[config.mk]
export PLATFORM = sky130hd
export DESIGN_NAME = cbs_bus_control
export DESIGN_NICKNAME = d
export VERILOG_FILES = /design/src/verilog/cbs_pkg.sv /design/src/verilog/cbs_bus_control.sv
export VERILOG_INCLUDE_DIRS = /design/src /design/src/verilog
export SDC_FILE = /design/constraint.sdc
export NUM_CORES = 1
export LEC_CHECK = 0
export CORE_ASPECT_RATIO = 1.5
export CORE_MARGIN = 3
export CORE_UTILIZATION = 35
export DETAILED_ROUTE_END_ITERATION = 7
export DONT_BUFFER_PORTS = 1
export REMOVE_ABC_BUFFERS = 1
export SKIP_LAST_GASP = 1
export SYNTH_ARGS = -nofsm -noshare
export SYNTH_HDL_FRONTEND = slang
export SYNTH_SLANG_ARGS = --single-unit
[constraint.sdc]
create_clock -name clock -period 2.2 [get_ports clock]
set_input_delay 0.11 -clock clock [delete_from_list [all_inputs] [get_ports clock]]
set_output_delay 0.11 -clock clock [all_outputs]
set_load 0.01 [all_outputs]
[src/verilog/cbs_consts.svh]
// Offsets, fields, reset values and counts of the bus control block.
// Assumes one AHB-Lite slave with 32-bit data and word registers.
`ifndef CBS_CONSTS_SVH
`define CBS_CONSTS_SVH

// Register byte offsets.
`define CBS_OFF_CTRL      8'h00
`define CBS_OFF_ADDR      8'h04
`define CBS_OFF_WDATA     8'h08
`define CBS_OFF_CMD       8'h0C
`define CBS_OFF_STATUS    8'h10
`define CBS_OFF_RDATA     8'h14

// Control fields and reset value.
`define CBS_CTRL_IFF      0
`define CBS_CTRL_MODE_LO  1
`define CBS_CTRL_MODE_HI  2
`define CBS_CTRL_RESET    32'h0000_0000

// Status fields.
`define CBS_ST_BUSY       0
`define CBS_ST_HALTED     1
`define CBS_ST_GRANTED    2
`define CBS_ST_NMI        3
`define CBS_ST_CLKHELD    4
`define CBS_ST_MODE_LO    5
`define CBS_ST_ACK_LO     8
`define CBS_ST_REFR_LO    16

// Cycle kinds; the command register takes all but the acknowledge.
`define CBS_KIND_FETCH    3'h0
`define CBS_KIND_MEMRD    3'h1
`define CBS_KIND_MEMWR    3'h2
`define CBS_KIND_IORD     3'h3
`define CBS_KIND_IOWR     3'h4
`define CBS_KIND_HALT     3'h5
`define CBS_KIND_INTA     3'h6

// Mode select pin codes, first pin in the upper bit.
`define CBS_MODE_RUN      2'h3
`define CBS_MODE_OSC_ONLY_STANDBY    2'h0
`define CBS_MODE_CLOCK_OUT_STANDBY    2'h1
`define CBS_MODE_STOP     2'h2

// Acknowledge codes.
`define CBS_ACK_NMI       2'h1
`define CBS_ACK_INT       2'h2

// Automatic wait states per cycle kind, and the extra T2 dwell for pin latency.
`define CBS_AUTO_WAIT_IO   3'h1
`define CBS_AUTO_WAIT_INTA 3'h2
`define CBS_SYNC_WAIT      3'h2

// Warm-up in half periods, and in whole cycles rounded up.
`define CBS_WARM_HALF_PERIODS 32773
`define CBS_WARM_CYCLES       ((`CBS_WARM_HALF_PERIODS + 1) / 2)

`endif

[src/verilog/cbs_pkg.sv]
// Types shared by the bus control block: machine cycle states and the bus pin bundle.
// Assumes the constants header supplies every number.
`default_nettype none
package cbs_pkg;

  // Machine cycle sequencer states.
  typedef enum logic [3:0] {
    ST_IDLE, ST_T1, ST_T2, ST_T3, ST_T4, ST_HALT, ST_WARM, ST_ACK, ST_HOLD
  } cbs_state_e;

  // Driven bus pins, all strobes active low.
  typedef struct packed {
    logic [15:0] addr;
    logic [7:0]  data;
    logic        memReqN;
    logic        portReqN;
    logic        readN;
    logic        writeN;
    logic        firstN;
  } cbs_pins_s;

endpackage : cbs_pkg
`default_nettype wire

[src/verilog/cbs_bus_control.sv]
// Bus cycle, bus hold and halt standby sequencer,
// driven by software over AHB-Lite.
// Assumes one 50 MHz clock and a synchronous reset.
// Pin inputs come from outside this clock domain.
//
// Operation
// - mode pins pick one of four halt modes
// - maskable request needs enable set
// - non-maskable first, ignores enable
// - halt output low once halted
// - memory strobe only with valid address
// - port strobe with port address
// - acknowledge: port strobe with marker
// - read strobe low while data taken
// - write strobe while write data valid
// - grant once bus and strobes float
// - wait while wait input low
// - marker with memory strobe each fetch
// - marker on every opcode fetch
// - full stop holds clock output low
// - refresh address on address bus
// - one automatic wait per port cycle
// - two automatic waits per acknowledge
// - three maskable response modes kept
// - pins: 11 run, 00/01 idle, 10 stop
// - idle two stops core, clock runs
// - stop wakeup counts warm-up, reset skips
// - halted: sample requests at fourth state; in the three standby modes ST_HALT samples them every clock instead
//
// Decided for this implementation: the AHB-Lite slave port and the address map.
`include "cbs_consts.svh"
`timescale 1ns/10ps
`default_nettype none
module cbs_bus_control #(
  parameter int unsigned WARM_CYCLES = `CBS_WARM_CYCLES
) (
  // Clock and reset.
  input  wire logic        clock,
  input  wire logic        reset,
  // AHB-Lite slave.
  input  wire logic        hsel,
  input  wire logic [31:0] haddr,
  input  wire logic [1:0]  htrans,
  input  wire logic        hwrite,
  input  wire logic [2:0]  hsize,
  input  wire logic [31:0] hwdata,
  input  wire logic        hready,
  output var  logic        hreadyout,
  output var  logic [31:0] hrdata,
  output var  logic        hresp,
  // Address and data bus.
  output logic      [15:0] addrOut,
  output var  logic        addrOe,
  input  wire logic [7:0]  dataIn,
  output logic      [7:0]  dataOut,
  output var  logic        dataOe,
  // Bus strobes; ctlOe enables the four request strobes.
  output logic             memoryRequestN,
  output logic             portRequestN,
  output logic             readN,
  output logic             writeN,
  output var  logic        ctlOe,
  output logic             firstCycleMarkerN,
  output var  logic        haltN,
  output var  logic        busHoldGrantN,
  output var  logic        clockOut,
  // Pin inputs from outside the clock domain.
  input  wire logic        waitN,
  input  wire logic        busHoldRequestN,
  input  wire logic        intRequestN,
  input  wire logic        nmiRequestN,
  input  wire logic        modeSelectHi,
  input  wire logic        modeSelectLo
);

  // The warm-up counter is 16 bits wide.
  if (WARM_CYCLES < 1 || WARM_CYCLES > 65535) begin : gWarmCheck
    $error("WARM_CYCLES must lie between 1 and 65535.");
  end

  ////////////////////////////////////////////////////////////////////////////////////////////
  // Pin synchronisers.

  logic [13:0] syncA;
  logic [13:0] syncB;
  logic        nmiLast;
  logic        waitS;
  logic        busReqS;
  logic        intReqS;
  logic        nmiS;
  logic [1:0]  modeS;
  logic [7:0]  dataS;

  // Two flops on every pin; T2 dwells two clocks so wait and data are fresh.
  always_ff @(posedge clock) begin
    if (reset) begin
      syncA   <= 14'h3F00;
      syncB   <= 14'h3F00;
      nmiLast <= 1'h1;
    end else begin
      syncA   <= {waitN, busHoldRequestN, intRequestN, nmiRequestN, modeSelectHi,
                  modeSelectLo, dataIn};
      syncB   <= syncA;
      nmiLast <= syncB[10];
    end
  end

  assign waitS   = syncB[13];
  assign busReqS = syncB[12];
  assign intReqS = syncB[11];
  assign nmiS    = syncB[10];
  assign modeS   = syncB[9:8];
  assign dataS   = syncB[7:0];

  ////////////////////////////////////////////////////////////////////////////////////////////
  // AHB-Lite slave with one wait state so that read data comes from a flop.

  logic       pend;
  logic [7:0] pAddr;
  logic       pWrite;
  logic       pWord;
  logic       wrStrobe;
  logic [31:0] rdValue;

  // Address phase taken with hready high; data phase is two cycles.
  always_ff @(posedge clock) begin
    if (reset) begin
      pend      <= 1'h0;
      pAddr     <= 8'h00;
      pWrite    <= 1'h0;
      pWord     <= 1'h0;
      hreadyout <= 1'h1;
      hrdata    <= 32'h0000_0000;
      hresp     <= 1'h0;
    end else if (pend) begin
      pend      <= 1'h0;
      hreadyout <= 1'h1;
      hrdata    <= pWrite ? 32'h0000_0000 : rdValue;
    end else if (hready && hsel && htrans[1]) begin
      pend      <= 1'h1;
      pAddr     <= haddr[7:0];
      pWrite    <= hwrite;
      pWord     <= (hsize == 3'h2);
      hreadyout <= 1'h0;
    end
  end

  // Only whole-word writes land.
  assign wrStrobe = pend && pWrite && pWord;

  ////////////////////////////////////////////////////////////////////////////////////////////
  // Software registers.

  logic        irqEnableFlop;
  logic [1:0]  intMode;
  logic [15:0] cycAddr;
  logic [7:0]  cycData;
  logic [2:0]  cmdKind;
  logic        cmdPending;
  logic [1:0]  ackCode;
  logic [7:0]  rdData;
  logic        nmiPending;
  logic        halted;
  logic [6:0]  refresh;
  logic        launch;
  logic        ackSetNmi;
  logic        ackSetInt;
  logic        readDone;
  logic        clockHeld;
  cbs_pkg::cbs_state_e state;
  localparam logic [31:0] CtrlReset = `CBS_CTRL_RESET;

  // A software write wins over the hardware clear of the enable flop.
  always_ff @(posedge clock) begin
    if (reset) begin
      irqEnableFlop <= CtrlReset[`CBS_CTRL_IFF];
      intMode       <= CtrlReset[`CBS_CTRL_MODE_HI:`CBS_CTRL_MODE_LO];
      cycAddr       <= 16'h0000;
      cycData       <= 8'h00;
    end else begin
      if (wrStrobe && pAddr == `CBS_OFF_CTRL) begin
        irqEnableFlop <= hwdata[`CBS_CTRL_IFF];
        if (hwdata[`CBS_CTRL_MODE_HI:`CBS_CTRL_MODE_LO] != 2'h3) begin
          intMode <= hwdata[`CBS_CTRL_MODE_HI:`CBS_CTRL_MODE_LO];
        end
      end else if (ackSetNmi || ackSetInt) begin
        irqEnableFlop <= 1'h0;
      end
      if (wrStrobe && pAddr == `CBS_OFF_ADDR) begin
        cycAddr <= hwdata[15:0];
      end
      if (wrStrobe && pAddr == `CBS_OFF_WDATA) begin
        cycData <= hwdata[7:0];
      end
    end
  end

  // A command is refused while one is pending or the core is halted; busy shows it.
  always_ff @(posedge clock) begin
    if (reset) begin
      cmdKind    <= `CBS_KIND_FETCH;
      cmdPending <= 1'h0;
    end else if (wrStrobe && pAddr == `CBS_OFF_CMD && !cmdPending && !halted
                 && hwdata[2:0] < `CBS_KIND_INTA) begin
      cmdKind    <= hwdata[2:0];
      cmdPending <= 1'h1;
    end else if (launch) begin
      cmdPending <= 1'h0;
    end
  end

  // Sticky acknowledge code: a new acknowledge wins over the clearing write.
  always_ff @(posedge clock) begin
    if (reset) begin
      ackCode <= 2'h0;
    end else if (ackSetNmi) begin
      ackCode <= `CBS_ACK_NMI;
    end else if (ackSetInt) begin
      ackCode <= `CBS_ACK_INT;
    end else if (wrStrobe && pAddr == `CBS_OFF_STATUS) begin
      ackCode <= 2'h0;
    end
  end

  // Non-maskable request latched on its falling edge; a new edge wins over the clear.
  always_ff @(posedge clock) begin
    if (reset) begin
      nmiPending <= 1'h0;
    end else if (nmiLast && !nmiS) begin
      nmiPending <= 1'h1;
    end else if (ackSetNmi) begin
      nmiPending <= 1'h0;
    end
  end

  // Read multiplexer, decoded by offset.
  always_comb begin
    rdValue = 32'h0000_0000;
    if (pAddr == `CBS_OFF_CTRL) begin
      rdValue[`CBS_CTRL_IFF] = irqEnableFlop;
      rdValue[`CBS_CTRL_MODE_HI:`CBS_CTRL_MODE_LO] = intMode;
    end else if (pAddr == `CBS_OFF_ADDR) begin
      rdValue[15:0] = cycAddr;
    end else if (pAddr == `CBS_OFF_WDATA) begin
      rdValue[7:0] = cycData;
    end else if (pAddr == `CBS_OFF_CMD) begin
      rdValue[2:0] = cmdKind;
    end else if (pAddr == `CBS_OFF_STATUS) begin
      rdValue[`CBS_ST_BUSY]    = cmdPending || (state != cbs_pkg::ST_IDLE);
      rdValue[`CBS_ST_HALTED]  = halted;
      rdValue[`CBS_ST_GRANTED] = !busHoldGrantN;
      rdValue[`CBS_ST_NMI]     = nmiPending;
      rdValue[`CBS_ST_CLKHELD] = clockHeld;
      rdValue[`CBS_ST_MODE_LO+1:`CBS_ST_MODE_LO] = modeS;
      rdValue[`CBS_ST_ACK_LO+1:`CBS_ST_ACK_LO]   = ackCode;
      rdValue[`CBS_ST_REFR_LO+6:`CBS_ST_REFR_LO] = refresh;
    end else if (pAddr == `CBS_OFF_RDATA) begin
      rdValue[7:0] = rdData;
    end
  end

  ////////////////////////////////////////////////////////////////////////////////////////////
  // Machine cycle sequencer, one clock per T state except T2, which dwells for waits.

  cbs_pkg::cbs_pins_s pins;
  logic [2:0]  kind;
  logic [2:0]  autoCnt;
  logic [15:0] warmCnt;
  logic [1:0]  haltMode;
  logic        accept;
  logic        isFetch;
  logic        isRead;

  assign accept  = nmiPending || (!intReqS && irqEnableFlop);
  assign isFetch = (kind == `CBS_KIND_FETCH) || (kind == `CBS_KIND_HALT);
  assign isRead  = (kind == `CBS_KIND_MEMRD) || (kind == `CBS_KIND_IORD)
                   || (kind == `CBS_KIND_INTA);
  assign launch  = (state == cbs_pkg::ST_IDLE) && busReqS && cmdPending && !halted;
  assign ackSetNmi = (state == cbs_pkg::ST_ACK) && nmiPending;
  assign ackSetInt = (state == cbs_pkg::ST_T3) && (kind == `CBS_KIND_INTA);
  assign readDone  = (state == cbs_pkg::ST_T2) && autoCnt == 3'h0 && waitS && (isRead || isFetch);

  // Captured read data or response vector.
  always_ff @(posedge clock) begin
    if (reset) begin
      rdData <= 8'h00;
    end else if (readDone && !isFetch) begin
      rdData <= dataS;
    end
  end

  // Sequencer; bus hold is honoured only between machine cycles.
  always_ff @(posedge clock) begin
    if (reset) begin
      state         <= cbs_pkg::ST_IDLE;
      pins          <= '{16'h0000, 8'h00, 1'h1, 1'h1, 1'h1, 1'h1, 1'h1};
      kind          <= `CBS_KIND_FETCH;
      autoCnt       <= 3'h0;
      warmCnt       <= 16'h0000;
      haltMode      <= `CBS_MODE_RUN;
      halted        <= 1'h0;
      haltN         <= 1'h1;
      addrOe        <= 1'h1;
      ctlOe         <= 1'h1;
      dataOe        <= 1'h0;
      busHoldGrantN <= 1'h1;
      refresh       <= 7'h00;
    end else begin
      case (state)
        cbs_pkg::ST_IDLE: begin
          if (!busReqS) begin
            addrOe <= 1'h0;
            ctlOe  <= 1'h0;
            dataOe <= 1'h0;
            state  <= cbs_pkg::ST_HOLD;
          end else if (halted || cmdPending) begin
            // Halted in run mode keeps fetching at the held address.
            kind         <= halted ? `CBS_KIND_FETCH : cmdKind;
            pins.addr    <= cycAddr;
            pins.data    <= cycData;
            pins.firstN  <= !(halted || cmdKind == `CBS_KIND_FETCH
                              || cmdKind == `CBS_KIND_HALT);
            pins.memReqN <= !(halted || cmdKind <= `CBS_KIND_MEMWR
                              || cmdKind == `CBS_KIND_HALT);
            pins.readN   <= !(halted || cmdKind <= `CBS_KIND_MEMRD
                              || cmdKind == `CBS_KIND_HALT);
            state        <= cbs_pkg::ST_T1;
          end
        end
        cbs_pkg::ST_T1: begin
          if (kind == `CBS_KIND_MEMWR || kind == `CBS_KIND_IOWR) begin
            dataOe <= 1'h1;
          end
          if (kind == `CBS_KIND_IORD || kind == `CBS_KIND_IOWR) begin
            pins.portReqN <= 1'h0;
            pins.readN    <= (kind != `CBS_KIND_IORD);
          end
          if (kind == `CBS_KIND_INTA) begin
            pins.portReqN <= 1'h0;
          end
          pins.writeN <= !(kind == `CBS_KIND_MEMWR || kind == `CBS_KIND_IOWR);
          autoCnt <= `CBS_SYNC_WAIT + ((kind == `CBS_KIND_INTA) ? `CBS_AUTO_WAIT_INTA :
                     (kind == `CBS_KIND_IORD || kind == `CBS_KIND_IOWR) ?
                     `CBS_AUTO_WAIT_IO : 3'h0);
          state <= cbs_pkg::ST_T2;
        end
        cbs_pkg::ST_T2: begin
          if (autoCnt != 3'h0) begin
            autoCnt <= autoCnt - 3'h1;
          end else if (waitS) begin
            pins.readN    <= 1'h1;
            pins.writeN   <= 1'h1;
            pins.portReqN <= 1'h1;
            pins.firstN   <= 1'h1;
            if (isFetch) begin
              pins.addr <= {9'h000, refresh};
            end else begin
              pins.memReqN <= 1'h1;
            end
            state <= cbs_pkg::ST_T3;
          end
        end
        cbs_pkg::ST_T3: begin
          dataOe       <= 1'h0;
          pins.memReqN <= 1'h1;
          state        <= isFetch ? cbs_pkg::ST_T4 : cbs_pkg::ST_IDLE;
        end
        cbs_pkg::ST_T4: begin
          refresh <= refresh + 7'h01;
          if (kind == `CBS_KIND_HALT) begin
            halted   <= 1'h1;
            haltN    <= 1'h0;
            haltMode <= modeS;
            state    <= (modeS == `CBS_MODE_RUN) ? cbs_pkg::ST_IDLE : cbs_pkg::ST_HALT;
          end else if (accept) begin
            state <= cbs_pkg::ST_ACK;
          end else begin
            state <= cbs_pkg::ST_IDLE;
          end
        end
        cbs_pkg::ST_HALT: begin
          if (accept && haltMode == `CBS_MODE_STOP) begin
            warmCnt <= 16'(WARM_CYCLES - 1);
            state   <= cbs_pkg::ST_WARM;
          end else if (accept) begin
            state <= cbs_pkg::ST_ACK;
          end
        end
        cbs_pkg::ST_WARM: begin
          if (warmCnt == 16'h0000) begin
            state <= cbs_pkg::ST_ACK;
          end else begin
            warmCnt <= warmCnt - 16'h0001;
          end
        end
        cbs_pkg::ST_ACK: begin
          halted <= 1'h0;
          haltN  <= 1'h1;
          if (nmiPending) begin
            state <= cbs_pkg::ST_IDLE;
          end else begin
            kind         <= `CBS_KIND_INTA;
            pins.addr    <= cycAddr;
            pins.firstN  <= 1'h0;
            pins.memReqN <= 1'h1;
            pins.readN   <= 1'h1;
            state        <= cbs_pkg::ST_T1;
          end
        end
        cbs_pkg::ST_HOLD: begin
          if (busReqS) begin
            busHoldGrantN <= 1'h1;
            addrOe        <= 1'h1;
            ctlOe         <= 1'h1;
            state         <= cbs_pkg::ST_IDLE;
          end else begin
            busHoldGrantN <= 1'h0;
          end
        end
        default: begin
          state <= cbs_pkg::ST_IDLE;
        end
      endcase
    end
  end

  ////////////////////////////////////////////////////////////////////////////////////////////
  // Clock output: stops low in oscillator-only idle, full stop and warm-up.

  assign clockHeld = (state == cbs_pkg::ST_WARM)
                     || (state == cbs_pkg::ST_HALT && haltMode != `CBS_MODE_CLOCK_OUT_STANDBY);

  // Half-rate clock; holding it low costs one half period of latency on wakeup.
  always_ff @(posedge clock) begin
    if (reset) begin
      clockOut <= 1'h0;
    end else if (clockHeld) begin
      clockOut <= 1'h0;
    end else begin
      clockOut <= !clockOut;
    end
  end

  // Pin fields straight from the sequencer flops.
  assign addrOut           = pins.addr;
  assign dataOut           = pins.data;
  assign memoryRequestN    = pins.memReqN;
  assign portRequestN      = pins.portReqN;
  assign readN             = pins.readN;
  assign writeN            = pins.writeN;
  assign firstCycleMarkerN = pins.firstN;

endmodule : cbs_bus_control
`default_nettype wire

==> impl_metrics.tcl <==
set metrics [dict create \
    result_of_the_run "finished, final reports clean" \
    drt_wl_total_mm 20.3 \
    core_area_mm2 0.0211 \
    combined_area_of_the_multi_input_logic_cells_mm2 0.00366 \
    timing.final.hold_violations 0 \
    static-leakage-power_nw 3.35 \
    dr_total_vias 6180 \
    nNetsFinal 993 \
    synth-seq-cells 176 \
    grt_use_total_pct 17.3 \
    path_class_of_the_lowest_slack_min_delay_path "input pin to flop" \
    power_density_relative_to_cell_area_mw_per_mm2 800 \
    share_of_async_settable_or_async_resettable_flops_after_synthesis_pct 0 \
    dp_hpwl_mm 14.6 \
    final-setup-viol-count 0 \
    syn_inst 846 \
    synth.largest_area_cell "sky130_fd_sc_hd__dfxtp_1" \
    tritoncts_num_sinks 176 \
    clock_tree.htree_level_count 4 \
    critical_path.cell_chain "nor4_2 > buf_4 > and3_4 > nand2_1 > buf_4 > nand2_1 > a21oi_1 > dlygate4sd3_1" \
    buffer_ports.inserted 0 \
    synth.area.top_cells "sky130_fd_sc_hd__dfxtp_1 (47%), sky130_fd_sc_hd__nand2_1 (4.8%), sky130_fd_sc_hd__a21oi_1 (4.8%), sky130_fd_sc_hd__mux2i_1 (4.7%), sky130_fd_sc_hd__nor2_1 (4.2%)" \
    ys.warnings.count 0 \
    critPathRequiredTime_ns 2.53 \
    grt_antenna_before_repair 1 \
    grt_setup_unrepaired "yes" \
    cts.root.buffer_cell "sky130_fd_sc_hd__clkbuf_16" \
    worst_setup_hold_path_clk_slew_ns 0.07 \
    fp.dieArea_mm2 0.0233 \
    critical_path_arrival_ns 2.40 \
    crit_path_max_cell_delay_ns 0.57 \
    crit_slowest_cell "sky130_fd_sc_hd__dlygate4sd3_1" \
    setup-tns-final_ns 0 \
    postRouteAntennaNets 0 \
    post-synth-top-count-cell "sky130_fd_sc_hd__dfxtp_1" \
    endpoint_kind "flop" \
    cap_violations 0 \
    filler_cell_count 2049 \
    yosys_most_used_dff "sky130_fd_sc_hd__dfxtp_1" \
    dieHeight_um 186 \
    ys_seq_area_share_pct 46.9 \
    synth_commonest_cells "sky130_fd_sc_hd__dfxtp_1 (176), sky130_fd_sc_hd__nand2_1 (97), sky130_fd_sc_hd__nor2_1 (84)" \
    finalCritPeriodShare_pct 94.0 \
    worst_clock_skew_ns 0.0111 \
    mappedNetlistArea_mm2 0.00752 \
    viasPerCell 5.23 \
    flow.area_growth_from_synthesis_pct 20.0 \
    overflow_left_after_global_routing 0 \
    path_class "flop to flop" \
    report.final.slew_viol_count 0 \
    post_cts_buffers 0 \
    holdPathStages 4 \
    first_iter_violations 367 \
    synth.distinct_cells 76 \
    reg2regPathDepth 8 \
    max_freq_mhz 483 \
    clk-insertion-delay-late_ns 0.44 \
    die_w_um 126 \
    worst_setup_path_start_kind "flop" \
    synth_enable_flop_cells 0 \
    timing.final.ws_setup_ns 0.131 \
    avgSynthCellArea_um2 8.89 \
    peakVddDrop_v 0.000503 \
    max_slew.worst_pin.slew_ns 0.544 \
    ios 157 \
    remaining_drc_errors 0 \
    worstPathMaxFanout 10 \
    drt_pass1_iterations 4 \
    slew_headroom_pct 63.6 \
    regArea_mm2 0.00352 \
    clock_tree_from_tritoncts "yes" \
    grt_max_degree 117 \
    final.min_clock_period_ns 2.07 \
    numCtsBuffers 17 \
    detail_routed_net_length_per_standard_cell_um 17.2 \
    initial_utilization_pct 35.7 \
    gp_routability_congestion 0.858 \
    drive_above_1_share_pct 12.4 \
    post-place-ws_ns 0.160 \
    synth_top_area_share_pct 46.9 \
    floorplan.rows 65 \
    vias_in_the_first_global_route 5891 \
    grt_first_pass_wirelength_mm 32.0 \
    clock_tree.buffer_depth 2 \
]
sequential cells by signal, indices dropped and copies added, names as in the netlist, 2 cells and up:
name / count
syncA: 14
rdData: 8
pAddr: 8
autoCnt: 3
cmdKind: 3
intMode: 2
refresh: 7
haltMode: 2
cycAddr: 16
ackCode: 2
cycData: 8
dataOut: 8
state: 4
hrdata: 23
addrOut: 16
warmCnt: 16
syncB: 14
kind: 3
metal layers:
layer / global-route usage, % / vias up / routed length, um
met3: 3.96 / 39 / 967
met5: 0 / - / 0
li1: - / 3093 / -
met4: 8.20 / 0 / 746
met2: 30.3 / 138 / 10500
met1: 19.9 / 2910 / 8160
cells in the final DEF (no fill, tap or decap), types with 9 or more instances in the layout:
| cell | synthesis | layout |
|---|---|---|
| sky130_fd_sc_hd__a211oi_1 | 10 | 10 |
| sky130_fd_sc_hd__a21oi_1 | 72 | 72 |
| sky130_fd_sc_hd__a22o_1 | 14 | 14 |
| sky130_fd_sc_hd__a22oi_1 | 11 | 11 |
| sky130_fd_sc_hd__buf_4 | 13 | 44 |
| sky130_fd_sc_hd__clkbuf_16 | 0 | 17 |
| sky130_fd_sc_hd__conb_1 | 1 | 10 |
| sky130_fd_sc_hd__dfxtp_1 | 176 | 175 |
| sky130_fd_sc_hd__dlygate4sd3_1 | 0 | 43 |
| sky130_fd_sc_hd__inv_1 | 15 | 15 |
| sky130_fd_sc_hd__mux2i_1 | 35 | 35 |
| sky130_fd_sc_hd__nand2_1 | 97 | 97 |
| sky130_fd_sc_hd__nand3_1 | 20 | 19 |
| sky130_fd_sc_hd__nand4_1 | 14 | 14 |
| sky130_fd_sc_hd__nor2_1 | 84 | 83 |
| sky130_fd_sc_hd__nor2b_1 | 28 | 28 |
| sky130_fd_sc_hd__nor3_1 | 13 | 13 |
| sky130_fd_sc_hd__o21ai_0 | 33 | 33 |
| sky130_fd_sc_hd__o21ai_1 | 11 | 11 |
| sky130_fd_sc_hd__or2_2 | 13 | 13 |
| sky130_fd_sc_hd__or4_1 | 9 | 9 |
| sky130_fd_sc_hd__xor2_1 | 10 | 10 |
per-stage QoR:
stage	area, um2	total power (W)	hold WS [ns]	util [%]	cells
floorplan	7220	0.00382	0.175	-	791
global placement	7910	0.00405	0.191	37.6	1105
detailed placement	7910	0.00405	0.195	37.6	1105
CTS	8990	0.00730	0.00369	42.7	1181
global route	9020	0.00751	0.0214	42.8	1182
finish	9020	0.00722	0.0272	42.8	1182
timing repair:
item	CTS	global route
setup endpoints to repair	0	9
endpoints found under the hold margin	128	0
gates resized for setup	0	8
hold buffers	44	0
worst paths after layout:
| kind | end | slack (ns) | start |
|---|---|---|---|
| worst max-delay path | cycAddr[9] | 0.13 | pAddr[7] |
| worst min-delay path | hrdata[1] | 0.03 | reset |
| worst max register to register | cycAddr[9] | 0.13 | pAddr[7] |
| worst min register to register | syncB[10] | 0.41 | syncA[10] |
cell type report:
class	count	area share (%)
diodes	1	0.0277
clock buffers	18	4.76
clock inverters	14	2.09
inverters	16	0.666
multi-input cells	599	40.6
flip-flops and latches	176	39.1
well taps	268	3.72
repair buffers	90	9.09
critical path: cells and delay by family (launching register included):
| family | cells | cell delay [ns] |
|---|---|---|
| buffers and inverters | 3 | 0.93 |
| flip-flops | 1 | 0.33 |
| AO/OA/AOI/OAI | 1 | 0.05 |
| AND/OR/NAND/NOR | 4 | 0.65 |
cell families (layout without fill, tap and decap cells):
kind of cell               after synthesis  after routing  share of synthesized area, %
muxes                                   36             36                          4.81
and+or+nand+nor                        330            330                          22.9
xor gates and xnor gates                14             14                          1.63
adders and majority gates                5              5                         0.832
buffers and inverters                   80            138                          5.24
DFF                                    176            176                          46.9
AOI/OAI and AO/OA                      204            204                          17.7
other                                    1             11                        0.0499
power breakdown:
part	switching [W]	internal, W
clock network	0.00141	0.00174
registers	0.000121	0.00328
logic	0.000383	0.000283
Note: power is estimated with default switching activity, not from simulation.
